===== src/core/lfb_pkg.sv =====
// Shared constants and types for the stack-buffer host controller.
// Assumes a 20 MHz system clock and the slower device speed grade.
package lfb_pkg;
   // Clock period and device timing, in nanoseconds
   localparam int CLK_NS    = 50;
   localparam int T_MR_NS   = 400;   // Clear pulse, least
   localparam int T_DIR_NS  = 1500;  // Heading setup, least
   localparam int T_CSL_NS  = 600;   // Select low, least
   localparam int T_CSH_NS  = 600;   // Select high, least
   localparam int T_CY_NS   = 1540;  // Transfer period, least
   localparam int T_DV_NS   = 550;   // Read data valid, most
   localparam int T_DH_NS   = 150;   // Write data hold, least
   localparam int T_FV_NS   = 550;   // Flags valid, most
   localparam int SYNC_CYC  = 2;     // Pin synchroniser depth

   // Cycle counts, rounded up
   localparam int MR_CYC  = (T_MR_NS + CLK_NS - 1) / CLK_NS;
   localparam int DIR_CYC = (T_DIR_NS + CLK_NS - 1) / CLK_NS;
   localparam int CSL_CYC = (T_CSL_NS + CLK_NS - 1) / CLK_NS;
   localparam int CSH_CYC = (T_CSH_NS + CLK_NS - 1) / CLK_NS;
   localparam int CY_CYC  = (T_CY_NS + CLK_NS - 1) / CLK_NS;
   localparam int DV_CYC  = (T_DV_NS + CLK_NS - 1) / CLK_NS + SYNC_CYC + 1;
   localparam int FV_CYC  = (T_FV_NS + CLK_NS - 1) / CLK_NS + SYNC_CYC + 1;
   localparam int HOLD_CYC = (T_DH_NS + CLK_NS - 1) / CLK_NS;
   localparam int LOW_CYC = (CSL_CYC > DV_CYC) ? CSL_CYC : DV_CYC;
   localparam int HI_A    = (CSH_CYC > CY_CYC - LOW_CYC) ?
                            CSH_CYC : CY_CYC - LOW_CYC;
   localparam int HIGH_CYC = (HI_A > FV_CYC) ? HI_A : FV_CYC;
   localparam int CNT_W   = 5;

   // Register offsets
   localparam logic [7:0] A_CTRL  = 8'h00;
   localparam logic [7:0] A_CMD   = 8'h04;
   localparam logic [7:0] A_STAT  = 8'h08;
   localparam logic [7:0] A_RDATA = 8'h0C;

   // Field positions
   localparam int CTRL_HEAD  = 0;
   localparam int CTRL_DEPTH = 1;
   localparam int CTRL_CLEAR = 2;
   localparam int CMD_PORT   = 9;
   localparam int ST_BUSY    = 0;
   localparam int ST_EMPTY   = 1;
   localparam int ST_FULL    = 2;
   localparam int ST_REFUSED = 3;
   localparam int ST_HEAD    = 4;
   localparam int ST_DEPTH   = 5;

   // Reset values
   localparam logic HEAD_RST  = 1'b1;
   localparam logic DEPTH_RST = 1'b1;

   // Host sequencer states
   typedef enum logic [1:0] {
      LFB_IDLE  = 2'b00,
      LFB_XFER  = 2'b01,
      LFB_DIRW  = 2'b11,
      LFB_CLEAR = 2'b10
   } lfb_host_state_t;

   // Port strobe states
   typedef enum logic [1:0] {
      LFB_P_IDLE = 2'b00,
      LFB_P_LOW  = 2'b01,
      LFB_P_HIGH = 2'b11
   } lfb_port_state_t;
endpackage


===== src/core/lfb_host.sv =====
// Host controller for a two-port stack/queue buffer, driven over APB.
// Assumes an APB master on clk; device pins are asynchronous.
// What this block does
// - The heading is set, and settled, before any access on a port.
// - For stack use on one port, a control write flips the heading between store and fetch.
// - An access starts on select low and moves its word on select rise.
// - Transfers come no faster than 650 kHz on the slower grade.
//
// The APB interface to the registers and the address map were decided locally.
`timescale 1ns/100ps
module lfb_host #(
   parameter int DATA_W = 9
) (
   // Clock and reset
   input  wire logic              clk,
   input  wire logic              reset_n,
   // APB slave
   input  wire logic              psel,
   input  wire logic              penable,
   input  wire logic              pwrite,
   input  wire logic [7:0]        paddr,
   input  wire logic [31:0]       pwdata,
   output logic      [31:0]       prdata,
   output logic                   pready,
   output logic                   pslverr,
   // Device control pins
   output logic                   flow_heading,
   output logic                   depth_select,
   output logic                   master_clear,
   input  wire logic              empty,
   input  wire logic              full,
   // Device port A
   output logic                   port_a_select_n,
   input  wire logic [DATA_W-1:0] port_a_lines_i,
   output logic      [DATA_W-1:0] port_a_lines_o,
   output logic      [DATA_W-1:0] port_a_lines_oe,
   // Device port B
   output logic                   port_b_select_n,
   input  wire logic [DATA_W-1:0] port_b_lines_i,
   output logic      [DATA_W-1:0] port_b_lines_o,
   output logic      [DATA_W-1:0] port_b_lines_oe
);
   localparam logic [4:0] MR_M1  = 5'(lfb_pkg::MR_CYC - 1);
   localparam logic [4:0] DIR_M1 = 5'(lfb_pkg::DIR_CYC - 1);

   lfb_pkg::lfb_host_state_t  state_reg;
   logic [lfb_pkg::CNT_W-1:0] cnt_reg;
   logic                      empty_s1_reg, empty_s2_reg;
   logic                      full_s1_reg, full_s2_reg;
   logic                      refused_reg;
   logic                      port_b_reg;
   logic [DATA_W-1:0]         word_reg;
   logic                      start_a, start_b, done_a, done_b;
   logic [DATA_W-1:0]         rdata_a, rdata_b;
   logic                      wr_access, hit_ctrl, hit_cmd, hit_stat;
   logic                      cmd_port_b, cmd_wr, cmd_ok, refuse_set;

   if (DATA_W != 9) begin : g_chk
      $error("lfb_host: device words are nine bits");
   end

   // Flag synchronisers
   always_ff @(posedge clk or negedge reset_n) begin
      if (!reset_n) begin
         empty_s1_reg <= 1'b1;
         empty_s2_reg <= 1'b1;
         full_s1_reg  <= 1'b0;
         full_s2_reg  <= 1'b0;
      end else begin
         empty_s1_reg <= empty;
         empty_s2_reg <= empty_s1_reg;
         full_s1_reg  <= full;
         full_s2_reg  <= full_s1_reg;
      end
   end

   // Access decode; APB never waits
   assign pready    = 1'b1;
   assign wr_access = psel && penable && pwrite;
   assign hit_ctrl  = wr_access && paddr == lfb_pkg::A_CTRL;
   assign hit_cmd   = wr_access && paddr == lfb_pkg::A_CMD;
   assign hit_stat  = wr_access && paddr == lfb_pkg::A_STAT;
   assign cmd_port_b = pwdata[lfb_pkg::CMD_PORT];
   assign cmd_wr = cmd_port_b ? !flow_heading : flow_heading;
   // never write full or read empty
   assign cmd_ok = state_reg == lfb_pkg::LFB_IDLE &&
                   !(cmd_wr ? full_s2_reg : empty_s2_reg);
   assign start_a = hit_cmd && cmd_ok && !cmd_port_b;
   assign start_b = hit_cmd && cmd_ok && cmd_port_b;
   assign refuse_set = (hit_cmd && !cmd_ok) ||
                       (hit_ctrl && state_reg != lfb_pkg::LFB_IDLE);

   // Read data and error, latched in the setup cycle
   always_ff @(posedge clk or negedge reset_n) begin
      if (!reset_n) begin
         prdata  <= '0;
         pslverr <= 1'b0;
      end else if (psel && !penable) begin
         prdata  <= '0;
         pslverr <= 1'b0;
         case (paddr)
            lfb_pkg::A_CTRL: begin
               prdata[lfb_pkg::CTRL_HEAD]  <= flow_heading;
               prdata[lfb_pkg::CTRL_DEPTH] <= depth_select;
            end
            lfb_pkg::A_CMD: prdata[lfb_pkg::CMD_PORT] <= port_b_reg;
            lfb_pkg::A_STAT: begin
               prdata[lfb_pkg::ST_BUSY]    <= state_reg != lfb_pkg::LFB_IDLE;
               prdata[lfb_pkg::ST_EMPTY]   <= empty_s2_reg;
               prdata[lfb_pkg::ST_FULL]    <= full_s2_reg;
               prdata[lfb_pkg::ST_REFUSED] <= refused_reg;
               prdata[lfb_pkg::ST_HEAD]    <= flow_heading;
               prdata[lfb_pkg::ST_DEPTH]   <= depth_select;
            end
            lfb_pkg::A_RDATA: prdata[DATA_W-1:0] <= word_reg;
            default: pslverr <= 1'b1;
         endcase
      end
   end

   // Refused flag: set wins over clear
   always_ff @(posedge clk or negedge reset_n) begin
      if (!reset_n) begin
         refused_reg <= 1'b0;
      end else if (refuse_set) begin
         refused_reg <= 1'b1;
      end else if (hit_stat && pwdata[lfb_pkg::ST_REFUSED]) begin
         refused_reg <= 1'b0;
      end
   end

   // Sequencer: heading settle, clear pulse, transfers
   always_ff @(posedge clk or negedge reset_n) begin
      if (!reset_n) begin
         state_reg    <= lfb_pkg::LFB_DIRW;
         cnt_reg      <= '0;
         flow_heading <= lfb_pkg::HEAD_RST;
         depth_select <= lfb_pkg::DEPTH_RST;
         master_clear <= 1'b0;
         port_b_reg   <= 1'b0;
         word_reg     <= '0;
      end else begin
         case (state_reg)
            lfb_pkg::LFB_IDLE: begin
               cnt_reg <= '0;
               if (hit_ctrl) begin
                  depth_select <= pwdata[lfb_pkg::CTRL_DEPTH];
                  flow_heading <= pwdata[lfb_pkg::CTRL_HEAD];
                  if (pwdata[lfb_pkg::CTRL_CLEAR]) begin
                     master_clear <= 1'b1;
                     state_reg    <= lfb_pkg::LFB_CLEAR;
                  end else if (pwdata[lfb_pkg::CTRL_HEAD] != flow_heading) begin
                     state_reg <= lfb_pkg::LFB_DIRW;
                  end
               end else if (start_a || start_b) begin
                  port_b_reg <= cmd_port_b;
                  state_reg  <= lfb_pkg::LFB_XFER;
               end
            end
            lfb_pkg::LFB_CLEAR: begin
               if (cnt_reg == MR_M1) begin
                  master_clear <= 1'b0;
                  cnt_reg      <= '0;
                  state_reg    <= lfb_pkg::LFB_DIRW;
               end else begin
                  cnt_reg <= cnt_reg + 5'h1;
               end
            end
            lfb_pkg::LFB_DIRW: begin
               if (cnt_reg == DIR_M1) begin
                  state_reg <= lfb_pkg::LFB_IDLE;
               end else begin
                  cnt_reg <= cnt_reg + 5'h1;
               end
            end
            lfb_pkg::LFB_XFER: begin
               if (done_a || done_b) begin
                  if (!(port_b_reg ? !flow_heading : flow_heading)) begin
                     word_reg <= port_b_reg ? rdata_b : rdata_a;
                  end
                  state_reg <= lfb_pkg::LFB_IDLE;
               end
            end
            default: state_reg <= lfb_pkg::LFB_IDLE;
         endcase
      end
   end

   // Port A strobe sequencer
   lfb_port #(.DATA_W(DATA_W)) u_port_a (
      .clk      (clk),
      .reset_n  (reset_n),
      .start    (start_a),
      .wr       (cmd_wr),
      .wdata    (pwdata[DATA_W-1:0]),
      .rdata    (rdata_a),
      .done     (done_a),
      .select_n (port_a_select_n),
      .lines_i  (port_a_lines_i),
      .lines_o  (port_a_lines_o),
      .lines_oe (port_a_lines_oe)
   );

   // Port B strobe sequencer
   lfb_port #(.DATA_W(DATA_W)) u_port_b (
      .clk      (clk),
      .reset_n  (reset_n),
      .start    (start_b),
      .wr       (cmd_wr),
      .wdata    (pwdata[DATA_W-1:0]),
      .rdata    (rdata_b),
      .done     (done_b),
      .select_n (port_b_select_n),
      .lines_i  (port_b_lines_i),
      .lines_o  (port_b_lines_o),
      .lines_oe (port_b_lines_oe)
   );

   // Checker helper: cycles since heading last changed
   logic       head_prev_reg;
   logic [5:0] dir_age_reg;
   always_ff @(posedge clk or negedge reset_n) begin
      if (!reset_n) begin
         head_prev_reg <= lfb_pkg::HEAD_RST;
         dir_age_reg   <= '0;
      end else begin
         head_prev_reg <= flow_heading;
         if (flow_heading != head_prev_reg) begin
            dir_age_reg <= '0;
         end else if (dir_age_reg != 6'h3F) begin
            dir_age_reg <= dir_age_reg + 6'h01;
         end
      end
   end

   property p_clear_len;
      @(posedge clk) disable iff (!reset_n)
      $rose(master_clear) |-> master_clear[*8] ##1 !master_clear;
   endproperty
   a_clear_len: assert property (p_clear_len)
      else $error("clear pulse length wrong");

   property p_dir_setup;
      @(posedge clk) disable iff (!reset_n)
      ($fell(port_a_select_n) || $fell(port_b_select_n)) |->
         dir_age_reg >= 6'(lfb_pkg::DIR_CYC);
   endproperty
   a_dir_setup: assert property (p_dir_setup)
      else $error("access too soon after heading change");

   property p_heading_hold;
      @(posedge clk) disable iff (!reset_n)
      (!port_a_select_n || !port_b_select_n) |-> $stable(flow_heading);
   endproperty
   a_heading_hold: assert property (p_heading_hold)
      else $error("heading changed during access");

   property p_port_role;
      @(posedge clk) disable iff (!reset_n)
      ((|port_a_lines_oe) |-> flow_heading) and
      ((|port_b_lines_oe) |-> !flow_heading);
   endproperty
   a_port_role: assert property (p_port_role)
      else $error("port drove against heading");

   property p_refuse;
      @(posedge clk) disable iff (!reset_n)
      (hit_cmd && state_reg == lfb_pkg::LFB_IDLE && cmd_wr && full_s2_reg)
         |=> state_reg == lfb_pkg::LFB_IDLE && refused_reg;
   endproperty
   a_refuse: assert property (p_refuse)
      else $error("write issued while full");

   c_clear: cover property (@(posedge clk) disable iff (!reset_n)
      $fell(master_clear));
   c_refused: cover property (@(posedge clk) disable iff (!reset_n)
      $rose(refused_reg));
endmodule


===== src/core/lfb_port.sv =====
// One port strobe sequencer: drives select and data lines of one port.
// Assumes start only while idle; lines_i comes from device pins.
`timescale 1ns/100ps
module lfb_port #(
   parameter int DATA_W = 9
) (
   // Clock and reset
   input  wire logic              clk,
   input  wire logic              reset_n,
   // Transfer request
   input  wire logic              start,
   input  wire logic              wr,
   input  wire logic [DATA_W-1:0] wdata,
   output logic      [DATA_W-1:0] rdata,
   output logic                   done,
   // Device port pins
   output logic                   select_n,
   input  wire logic [DATA_W-1:0] lines_i,
   output logic      [DATA_W-1:0] lines_o,
   output logic      [DATA_W-1:0] lines_oe
);
   localparam logic [4:0] LOW_M1  = 5'(lfb_pkg::LOW_CYC - 1);
   localparam logic [4:0] HIGH_M1 = 5'(lfb_pkg::HIGH_CYC - 1);
   localparam logic [4:0] HOLD_M1 = 5'(lfb_pkg::HOLD_CYC - 1);

   lfb_pkg::lfb_port_state_t     state_reg;
   logic [lfb_pkg::CNT_W-1:0]    cnt_reg;
   logic                         wr_reg;
   logic [DATA_W-1:0]            lines_s1_reg;
   logic [DATA_W-1:0]            lines_s2_reg;

   // Counts must fit the counter
   if (lfb_pkg::LOW_CYC > 31 || lfb_pkg::HIGH_CYC > 31 ||
       lfb_pkg::HOLD_CYC >= lfb_pkg::HIGH_CYC || DATA_W < 1) begin : g_chk
      $error("lfb_port: timing counts out of range");
   end

   // Two-stage pin synchroniser
   always_ff @(posedge clk or negedge reset_n) begin
      if (!reset_n) begin
         lines_s1_reg <= '0;
         lines_s2_reg <= '0;
      end else begin
         lines_s1_reg <= lines_i;
         lines_s2_reg <= lines_s1_reg;
      end
   end

   // Strobe sequence: low phase, then high phase
   always_ff @(posedge clk or negedge reset_n) begin
      if (!reset_n) begin
         state_reg <= lfb_pkg::LFB_P_IDLE;
         cnt_reg   <= '0;
         wr_reg    <= 1'b0;
         select_n  <= 1'b1;
         lines_o   <= '0;
         lines_oe  <= '0;
         rdata     <= '0;
         done      <= 1'b0;
      end else begin
         done <= 1'b0;
         case (state_reg)
            lfb_pkg::LFB_P_IDLE: begin
               if (start) begin
                  wr_reg    <= wr;
                  select_n  <= 1'b0;
                  lines_o   <= wdata;
                  lines_oe  <= {DATA_W{wr}};
                  cnt_reg   <= '0;
                  state_reg <= lfb_pkg::LFB_P_LOW;
               end
            end
            lfb_pkg::LFB_P_LOW: begin
               if (cnt_reg == LOW_M1) begin
                  select_n <= 1'b1;
                  if (!wr_reg) begin
                     rdata <= lines_s2_reg;
                  end
                  cnt_reg   <= '0;
                  state_reg <= lfb_pkg::LFB_P_HIGH;
               end else begin
                  cnt_reg <= cnt_reg + 5'h1;
               end
            end
            lfb_pkg::LFB_P_HIGH: begin
               if (cnt_reg == HOLD_M1) begin
                  lines_oe <= '0;
               end
               if (cnt_reg == HIGH_M1) begin
                  done      <= 1'b1;
                  state_reg <= lfb_pkg::LFB_P_IDLE;
               end else begin
                  cnt_reg <= cnt_reg + 5'h1;
               end
            end
            default: state_reg <= lfb_pkg::LFB_P_IDLE;
         endcase
      end
   end

   // Checker helpers: low length and period since last fall
   logic [5:0] low_len_reg;
   logic [5:0] gap_reg;
   logic       sel_prev_reg;
   always_ff @(posedge clk or negedge reset_n) begin
      if (!reset_n) begin
         low_len_reg  <= '0;
         gap_reg      <= 6'h3F;
         sel_prev_reg <= 1'b1;
      end else begin
         sel_prev_reg <= select_n;
         low_len_reg  <= select_n ? 6'h00 : low_len_reg + 6'h01;
         if (sel_prev_reg && !select_n) begin
            gap_reg <= 6'h01;
         end else if (gap_reg != 6'h3F) begin
            gap_reg <= gap_reg + 6'h01;
         end
      end
   end

   property p_low_len;
      @(posedge clk) disable iff (!reset_n)
      $rose(select_n) |-> low_len_reg == 6'(lfb_pkg::LOW_CYC);
   endproperty
   a_low_len: assert property (p_low_len)
      else $error("select low time wrong");

   property p_write_hold;
      @(posedge clk) disable iff (!reset_n)
      ($rose(select_n) && wr_reg) |->
         (lines_oe == {DATA_W{1'b1}})[*3] ##1 (lines_oe == '0);
   endproperty
   a_write_hold: assert property (p_write_hold)
      else $error("write data hold wrong");

   property p_read_release;
      @(posedge clk) disable iff (!reset_n)
      (!select_n && !wr_reg) |-> lines_oe == '0;
   endproperty
   a_read_release: assert property (p_read_release)
      else $error("host drove lines during read");

   property p_rate;
      @(posedge clk) disable iff (!reset_n)
      (sel_prev_reg && !select_n) |-> gap_reg >= 6'(lfb_pkg::CY_CYC);
   endproperty
   a_rate: assert property (p_rate)
      else $error("transfers too close");

   c_write: cover property (@(posedge clk) disable iff (!reset_n)
      $rose(select_n) && wr_reg);
   c_read: cover property (@(posedge clk) disable iff (!reset_n)
      $rose(select_n) && !wr_reg);
endmodule


===== config.mk =====
export PLATFORM = sky130hd
export DESIGN_NAME = lfb_host
export DESIGN_NICKNAME = d
export VERILOG_FILES = /design/src/core/lfb_pkg.sv /design/src/core/lfb_host.sv /design/src/core/lfb_port.sv
export SDC_FILE = /design/constraint.sdc
export NUM_CORES = 1
export LEC_CHECK = 0
export BUFFER_PORTS_ARGS = -buffer_cell sky130_fd_sc_hd__buf_4
export CAP_MARGIN = 10
export CORE_ASPECT_RATIO = 1.5
export CORE_MARGIN = 4
export CORE_UTILIZATION = 57
export CTS_CLUSTER_SIZE = 25
export DETAILED_ROUTE_END_ITERATION = 8
export HOLD_SLACK_MARGIN = 0.06
export PLACE_DENSITY_LB_ADDON = 0.12
export SLEW_MARGIN = 40
export SYNTH_ARGS = -nofsm -noshare
export SYNTH_HDL_FRONTEND = slang
export SYNTH_SLANG_ARGS = --single-unit

===== constraint.sdc =====
create_clock -name clk -period 6.2 [get_ports clk]
set_input_delay 0.93 -clock clk [delete_from_list [all_inputs] [get_ports clk]]
set_output_delay 0.93 -clock clk [all_outputs]
set_load 0.01 [all_outputs]

After elaboration in Yosys (flattened, before gate mapping)
Cells that the tools add are included.
{"block": "classes", "n_mux": 58, "bitwise_logic": 4, "n_addsub": 3, "reduce_logical": 54, "eq_ne": 37}
{"operator": "9-bit 2-to-1 mux", "count": 5}
{"operator": "5-bit one-hot mux with 3 select lines", "count": 3}
{"operator": "5-bit 2-to-1 mux", "count": 8}
{"operator": "9-bit one-hot mux with 2 select lines", "count": 2}
{"operator": "3-bit AND reduction", "count": 12}
{"operator": "2-bit 2-to-1 mux", "count": 13}
{"operator": "2-bit != test (second input constant)", "count": 10}
{"operator": "1-bit 2-to-1 mux", "count": 18}
{"operator": "2-bit one-hot mux with 3 select lines", "count": 3}
{"operator": "8-bit by 4-bit == test with 1-bit output (second input constant)", "count": 2}
{"operator": "5-bit by 1-bit adder with 5-bit output (second input constant)", "count": 3}
{"operator": "5-bit == test (second input constant)", "count": 3}
{"operator": "2-bit nonzero test", "count": 7}
{"operator": "1-bit logical AND", "count": 13}
{"operator": "2-bit by 1-bit != test with 1-bit output (second input constant)", "count": 6}
{"operator": "5-bit by 2-bit == test with 1-bit output (second input constant)", "count": 2}
{"operator": "5-bit by 4-bit == test with 1-bit output (second input constant)", "count": 2}
{"operator": "3-bit nonzero test", "count": 3}
{"operator": "2-bit == test (second input constant)", "count": 4}
{"operator": "8-bit by 3-bit == test with 1-bit output (second input constant)", "count": 1}
{"operator": "8-bit zero test", "count": 1}
{"operator": "2-bit one-hot mux with 4 select lines", "count": 1}
{"operator": "4-bit one-hot mux with 2 select lines", "count": 1}
{"operator": "2-bit AND reduction", "count": 4}
{"operator": "14 further kinds", "count": 29}
{"block": "totals", "wordCells": 190, "register_bits": 146, "inputBits": 65, "output_inout_bits": 75}

Longest topological paths before layout
Gate-level depths: netlist (run 1).
{"block": "depth", "ltp_word": 11, "ltp_mapped": 6, "mapped_depth_nobuf": 6}

Modules after synthesis
From an unflattened synthesis (run 1), not the netlist that was laid out.
{"block": "hier_totals", "hier_cells": 432, "hier_area_um2": 5480.3}
{"mod": "lfb_port", "area_per_inst_um2": 1764.2, "seq_area_each_um2": 1177.4, "cells_each": 113, "instances": 2}
{"mod": "lfb_host", "area_per_inst_um2": 1951.9, "seq_area_each_um2": 908.4, "cells_each": 206, "instances": 1}

Worst setup path before layout (run 1)
No wires, ideal clock.
{"block": "synth_path", "path_kind": "input to register", "start": "input port paddr[5]", "end": "register port_b_reg", "n_path_buf": 0, "slack_ns": 3.466, "setup_time_ns": 0.128, "required_ns": 6.072, "arrival_time_ns": 2.607, "cell_stages": 4, "cell_sequence": "or4_4 > or3_4 > or4b_1 > mux2_1"}
{"block": "synth_between", "elab_chain_cells": 6, "elab_cells_between_ends": 10}
{"element": "start: declaration", "line": "lfb_host.sv:21", "source": "input wire logic [7:0] paddr,"}
{"element": "8-bit by 3-bit == test with 1-bit output", "line": "lfb_host.sv:81", "source": "assign hit_cmd = wr_access && paddr == lfb_pkg::A_CMD;"}
{"element": "1-bit logical AND", "line": "lfb_host.sv:81"}
{"element": "1-bit logical AND", "line": "lfb_host.sv:88, lfb_host.sv:89"}
{"element": "1-bit logical AND (on tied branches)", "line": "lfb_host.sv:88, lfb_host.sv:89"}
{"element": "1-bit logical OR", "line": "lfb_host.sv:155", "source": "end else if (start_a || start_b) begin"}
{"element": "3-bit AND reduction (no line) (*)"}
{"element": "end signal: assignment", "line": "lfb_host.sv:156", "source": "port_b_reg <= cmd_port_b;"}
{"element": "end: declaration", "line": "lfb_host.sv:51", "source": "logic port_b_reg;"}
Every way passes the cells marked *; elsewhere a longest branch is shown, timed or not.
A chain may end at the register's enable or synchronous reset.

Worst setup path in the final report (run 1)
{"block": "layout_path", "start": "input port paddr[5]", "end": "register u_port_b.lines_o[4]"}
{"block": "layout_between", "elab_chain_cells": 5}
{"element": "8-bit by 3-bit == test with 1-bit output", "line": "lfb_host.sv:81"}
{"element": "1-bit logical AND", "line": "lfb_host.sv:81"}
{"element": "1-bit logical AND (2 in a row)", "line": "lfb_host.sv:89", "source": "assign start_b = hit_cmd && cmd_ok && cmd_port_b;"}
{"element": "2-bit AND reduction (no line)"}
{"element": "end signal: assignment", "line": "lfb_port.sv:67", "source": "lines_o <= wdata;"}
{"element": "end: declaration", "line": "lfb_port.sv:19", "source": "output logic [DATA_W-1:0] lines_o,"}
Every way passes these cells.

==> results.md, run 1 <==
* Fraction of power spent switching nets at 0.207
* TritonCTS sink count at 130
* Number of enable flip-flop cells after synthesis at 0
* Wire length of the first global-routing pass at 17800 microns
* Post-DRT Antenna Nets at 0
* Antenna cell count at 0
* First-pass detailed-route iteration total at 6
* Average via count per standard cell at 5.49
* CTS buffer count at 17
* CP Data Arrival Time at 2960 ps
* Post-synth ARST share at 1.00
* Setup clock skew after layout at 4.93 ps
* Most common cell after layout, fill and taps aside: sky130_fd_sc_hd__dfrtp_1
* Clock insertion delay at the later pin of the skew report at 400 ps
* Clock network fraction of total power at 0.515
* Adder-cell share of the synthesized area at 0.0226
* Setup TNS at 0 ps
* Cell with the largest stage delay on the worst path: sky130_fd_sc_hd__or4_4
* Number of nets in the final layout at 606
* Share of synthesized area spent on multiplexers at 0.106
* Yosys warns at 0
* Max Transition Viols Final at 0
* HPWL Detailed at 7870 microns
* Final global-route overflow total at 0
* Internal at 0.00155 W
* Maximum clock insertion buffer count at 2
* Layout overhead on the synthesized area at 21.8%
* Part of the Yosys area used for sequential elements at 0.588
* Count of buffering cells on the critical path with inverters included at 1
* Period utilization at 0.431
* Chip Height at 129 microns
* Compound-Gate Fraction of Synth Area at 0.0934
* Max-capacitance violation count at 0
* Hold-fix buffer count after cts at 0
* Final weighted congestion in routability-driven placement at 0.818
* Worst path cell trace: buf_4, or4_4, or3_4, nor2_2, mux2_2
* Relative contribution of sequential cells to total power at 0.449
* Flip-flop count of the largest register after layout at 10
* Worst hold path type: register to register
* Leakage power of the design at 3.21 nW
* #FFs+latches synth at 130
* Die Wd at 88.5 microns
* Top cells by area in the synthesized netlist: sky130_fd_sc_hd__dfrtp_1, sky130_fd_sc_hd__mux2_2, sky130_fd_sc_hd__buf_4
* Slew at the pin closest to its max-slew limit at 691 ps
* Share of the synthesized area in the top cell type at 0.551
* Area share of xor/xnor cells in the synthesized design at 0.00632
* TritonCTS clock tree: built
* Syn_area_per_cell at 12.4 sq um
* CP required at 6490 ps
* Standard-cell rows at 43
* Primary FF master, synth: sky130_fd_sc_hd__dfrtp_1
* Power per unit of standard cell area at 290 mW/mm^2
* Number of port buffers at 94
* Total vias in the final route at 3596
* Routed Wire Length at 11000 microns
* Remaining max-slew budget at the tightest pin at 0.539
* CTS H-tree lvls at 4
* Resize count post-CTS at 0
* Combinational group share of total power at 0.036
* Highest achievable clock rate at 374 MHz
* Sort of element at the start of the critical path: input port
* Cell family contributing the most delay on the critical path: simple AND/OR/NAND/NOR gates
* Final setup fails at 0
* Run status: completed
* Drt initial violations at 182
* Final core utilization at 0.722
* Number of global-route vias before repair at 3695
* Core Box Area at 0.00936 sq mm
* Number of antenna violations at the first check in global routing at 0
* Number of distinct standard cells referenced by the synthesized netlist at 57
* Register name with the most flops: prdata
* Biggest cell delay along the critical path at 540 ps
* Initial standard-cell utilization of the core at 0.592
* Synthesized netlist cell count at 446
* Post-layout min period at 2670 ps
* Largest family of logic cells by synthesized area: simple AND/OR/NAND/NOR gates
* Net switching power at 0.000406 W
* Kind of end point of the critical path: register
* Clk root buf: sky130_fd_sc_hd__clkbuf_16
* CP max FO at 12
* Maximum number of pins on one net before global-route repair at 86
* Die area at 0.0114 sq mm
* Mapped Area at 0.00555 sq mm
* Startpoint-to-endpoint class of the critical path: input port to register
* GRT Resource Usage Total at 0.205
* Post-synthesis share of cell area spent on and, or, nand and nor gates at 0.109
* Setup repair after global routing missed its margin: false
* Residual DRC count at 0
* Layout cell share with drive strength beyond 1 at 0.350
* IR drop worst, VDD at 304 uV
* Synth area leader: sky130_fd_sc_hd__dfrtp_1
* Highest-count cells in the layout ignoring fill and taps: sky130_fd_sc_hd__dfrtp_1, sky130_fd_sc_hd__buf_4, sky130_fd_sc_hd__mux2_2
* Post-CTS Setup Repair Bufs at 0
* Average detailed-routed wire length per instance at 16.7 microns
* Number of I/O pins at 140
* Clock input transition at the sequential cells of the worst setup and hold paths at 60 ps
* Final hold violations at 0
[cell type report]
| cell class | instances | area (sq um) |
|---|---|---|
| Multi-Input combinational cell | 272 | 1960 |
| Clock inverter | 12 | 158 |
| Fill cell | 661 | 2610 |
| Inverter | 14 | 52.6 |
| Timing Repair Buffer | 96 | 727 |
| Clock buffer | 19 | 453 |
| Tap cell | 112 | 140 |
| Sequential cell | 130 | 3260 |
[through the flow]
step                      hold slack (ps)  cells  worst slack [ps]  instance area (sq um)  power [W]
after floorplan                       331    467              3470                   5620   0.000928
after global placement                332    624              3100                   6130   0.000961
after detailed placement              335    624              3100                   6140   0.000965
after CTS                             347    655              3530                   6750    0.00198
after global routing                  350    655              3430                   6760    0.00203
final                                 345    655              3530                   6760    0.00196
[power by group through the flow]
stage | Sequential, W | Combinational (W) | Clock [W]
2_1_floorplan | 0.000890 | 0.0000373 | 0
3_3_place_gp | 0.000892 | 0.0000690 | 0
3_5_place_dp | 0.000894 | 0.0000712 | 0
4_1_cts | 0.000879 | 0.0000715 | 0.00103
5_1_grt | 0.000881 | 0.0000793 | 0.00107
6_report | 0.000879 | 0.0000704 | 0.00101
[cells in the mapped netlist, types with 5 or more instances]
cell                       instances
sky130_fd_sc_hd__nor2_1           23
sky130_fd_sc_hd__or3_1             5
sky130_fd_sc_hd__nand3_1          15
sky130_fd_sc_hd__mux2_2           39
sky130_fd_sc_hd__a21oi_1          20
sky130_fd_sc_hd__a22o_1            7
sky130_fd_sc_hd__clkbuf_1          8
sky130_fd_sc_hd__nand2_1          21
sky130_fd_sc_hd__dfstp_2           8
sky130_fd_sc_hd__a221o_1           6
sky130_fd_sc_hd__inv_1            14
sky130_fd_sc_hd__buf_4            40
sky130_fd_sc_hd__mux2i_1          14
sky130_fd_sc_hd__dfrtp_1         122
sky130_fd_sc_hd__o21ai_0          17
sky130_fd_sc_hd__ha_1             10
[kinds of logic after synthesis]
kind of cell             after synthesis
buffers and inverters                 65
AND/OR/NAND/NOR                      105
AO/OA/AOI/OAI                         76
adder cells (fa/ha/maj)               10
XOR/XNOR                               4
multiplexers                          54
flip-flops                           130
other                                  2
[layer usage]
| metal | part of all wire | GRT usage |
|---|---|---|
| met1 | 0.38 | 0.237 |
| met2 | 0.55 | 0.352 |
| met3 | 0.046 | 0.0589 |
| met4 | 0.021 | 0.0872 |
| met5 | 0 | 0 |
[final timing paths]
check	cells after the start	slack, ps	start	endpoint
max in group asynchronous	2	4600	reset_n	empty_s2_reg
max reg2reg	4	3650	flow_heading	u_port_a.lines_o[6]
min	0	350	u_port_b.lines_s1_reg[2]	u_port_b.lines_s2_reg[2]
min reg2reg	0	350	u_port_b.lines_s1_reg[2]	u_port_b.lines_s2_reg[2]
min in group asynchronous	1	570	reset_n	u_port_a.cnt_reg[0]
max	5	3530	paddr[5]	u_port_b.lines_o[4]
Power figures use the tool's default switching activity.
==> run 2, diff against run 1 <==
CORE_UTILIZATION = 48   (was 57)
clock period = 2.4 ns   (was 6.2 ns; I/O delays follow)
==> run 2 against run 1 <==
Effect of this change: setup slack worse by 3200 ps; clock skew is 2.8 ps higher; sequential power rose to 2.6 times the previous value; the run now ends with hold timing left; largest cell class unchanged; largest power group unchanged; power rose to 2.5 times the previous value; combinational power grew to 3.0 times the previous value; first-iteration DRC count shrank 42%.
==> results.md, run 2 (synthesized netlist as in run 1, its figures left out) <==
* Clk root buf: sky130_fd_sc_hd__clkbuf_16
* Number of I/O pins at 140
* Worst path cell trace: xor2_1, mux2i_1, or4b_1, mux2_1
* Post-DRT Antenna Nets at 0
* Kind of end point of the critical path: register
* Placed cell count at 669
* Slew at the pin closest to its max-slew limit at 752 ps
* Die area at 0.0134 sq mm
* Violated checks: hold timing
* Net switching power at 0.00111 W
* Highest achievable clock rate at 483 MHz
* TritonCTS clock tree: built
* Setup TNS at 0 ps
* Average via count per standard cell at 5.19
* Leakage power of the design at 3.33 nW
* Count of placed standard cells in the final layout, fillers left out at 721
* Antenna cell count at 0
* Maximum clock insertion buffer count at 2
* Multi-input gate area at 0.00196 sq mm
* Highest-count cells in the layout ignoring fill and taps: sky130_fd_sc_hd__dfrtp_1, sky130_fd_sc_hd__buf_4, sky130_fd_sc_hd__mux2_2
* Clock insertion delay at the later pin of the skew report at 410 ps
* GRT busiest layer: met2
* Max-capacitance violation count at 0
* Initial standard-cell utilization of the core at 0.496
* Wire length of the first global-routing pass at 19000 microns
* Maximum number of pins on one net before global-route repair at 131
* Remaining max-slew budget at the tightest pin at 0.499
* Fraction of power spent switching nets at 0.227
* Register name with the most flops: prdata
* Number of nets in the final layout at 636
* Global routing usage on met2 at 0.318
* Drt initial violations at 106
* Combinational group share of total power at 0.044
* CP max FO at 4
* Post-layout min period at 2070 ps
* Final setup fails at 0
* First-pass detailed-route iteration total at 4
* GRT Resource Usage Total at 0.186
* Total power after layout at 0.00489 W
* TritonCTS sink count at 130
* IR drop worst, VDD at 610 uV
* Power per unit of standard cell area at 695 mW/mm^2
* Run status: finished, violations left
* Cell with the largest stage delay on the worst path: sky130_fd_sc_hd__dfstp_2
* Startpoint-to-endpoint class of the critical path: register to register
* Clock network fraction of total power at 0.492
* Register area at 0.00326 sq mm
* Internal at 0.00378 W
* Final weighted congestion in routability-driven placement at 0.817
* Most common cell after layout, fill and taps aside: sky130_fd_sc_hd__dfrtp_1
* Final global-route overflow total at 0
* Average detailed-routed wire length per instance at 16.1 microns
* Setup repair after global routing missed its margin: false
* Relative contribution of sequential cells to total power at 0.464
* Die Wd at 95.8 microns
* HPWL Detailed at 8090 microns
* Routed Wire Length at 11600 microns
* CTS buffer count at 17
* Number of port buffers at 94
* Total vias in the final route at 3742
* Resize count post-CTS at 0
* Core Box Area at 0.0112 sq mm
* Met1 GRT Util at 0.216
* Max Transition Viols Final at 0
* Number of global-route vias before repair at 3837
* Final hold violations at 8
* Residual DRC count at 0
* CTS H-tree lvls at 4
* Period utilization at 0.863
* Worst hold slack after final layout at -39.1 ps
* Number of antenna violations at the first check in global routing at 0
* Met3 capacity usage during global routing at 0.0486
* Setup clock skew after layout at 7.69 ps
* Biggest cell delay along the critical path at 530 ps
* Layout overhead on the synthesized area at 26.9%
* Sort of element at the start of the critical path: register
* Flip-flop count of the largest register after layout at 10
* Layout cell share with drive strength beyond 1 at 0.345
* Worst hold path type: input port to async pin
* Clock input transition at the sequential cells of the worst setup and hold paths at 60 ps
* CP Data Arrival Time at 2360 ps
* Standard-cell rows at 47
* CP required at 2690 ps
* Chip Height at 140 microns
* Filler cell count in the final layout at 892
==> run 2: final timing paths <==
path                                           from                  endpoint  slack (ps)  depth (start not counted)
min                                         reset_n                cnt_reg[1]         -40                          2
max                                    flow_heading                port_b_reg         330                          4
max reg2reg                            flow_heading                port_b_reg         330                          4
max in group asynchronous                   reset_n               refused_reg        1810                          2
min in group clk                           paddr[3]                 prdata[9]         180                          2
min reg2reg                u_port_b.lines_s1_reg[0]  u_port_b.lines_s2_reg[0]         340                          0
==> run 2: timing repair <==
action | CTS | global route
hold buffers | 20 | 0
hold endpoints to repair | 20 | 0
buffers inserted | 0 | 0
==> run 2: area by class of cell <==
type                       count  share of cell area
timing repair buffer         126               0.145
inverter                      14             0.00747
sequential                   130               0.464
tap                          147              0.0261
clock buffer                  18              0.0610
clock inverter                14              0.0183
multi-input combinational    272               0.278
==> run 2: per-layer routing <==
layer  routed length, microns  share of wire
met1                     4470           0.38
met3                      560          0.048
met5                        0              0
met2                     6300           0.54
met4                      286          0.025
==> run 2: per-stage QoR <==
step | setup slack, ps | area, sq um | util
global route | 127 | 7040 | 0.630
floorplan | 226 | 5620 | -
CTS | 325 | 7040 | 0.630
finish | 330 | 7040 | 0.630
detailed placement | 40.1 | 6280 | 0.562
global placement | 52.8 | 6280 | 0.562
==> run 2: worst max-delay path, delay by kind of cell (launching register included) <==
family                    cells  cell delay, ps
xor gates and xnor gates      1             340
DFF                           1             530
muxes                         2             610
and+or+nand+nor               1             460
==> run 2: power by group through the flow <==
| stage | Clock [W] | Combinational (W) | Sequential [W] |
|---|---|---|---|
| final | 0.00241 | 0.000214 | 0.00227 |
| after detailed placement | 0 | 0.000192 | 0.00231 |
| after global placement | 0 | 0.000188 | 0.00230 |
| after floorplan | 0 | 0.0000964 | 0.00230 |
| after CTS | 0.00246 | 0.000218 | 0.00227 |
| after global routing | 0.00257 | 0.000242 | 0.00227 |
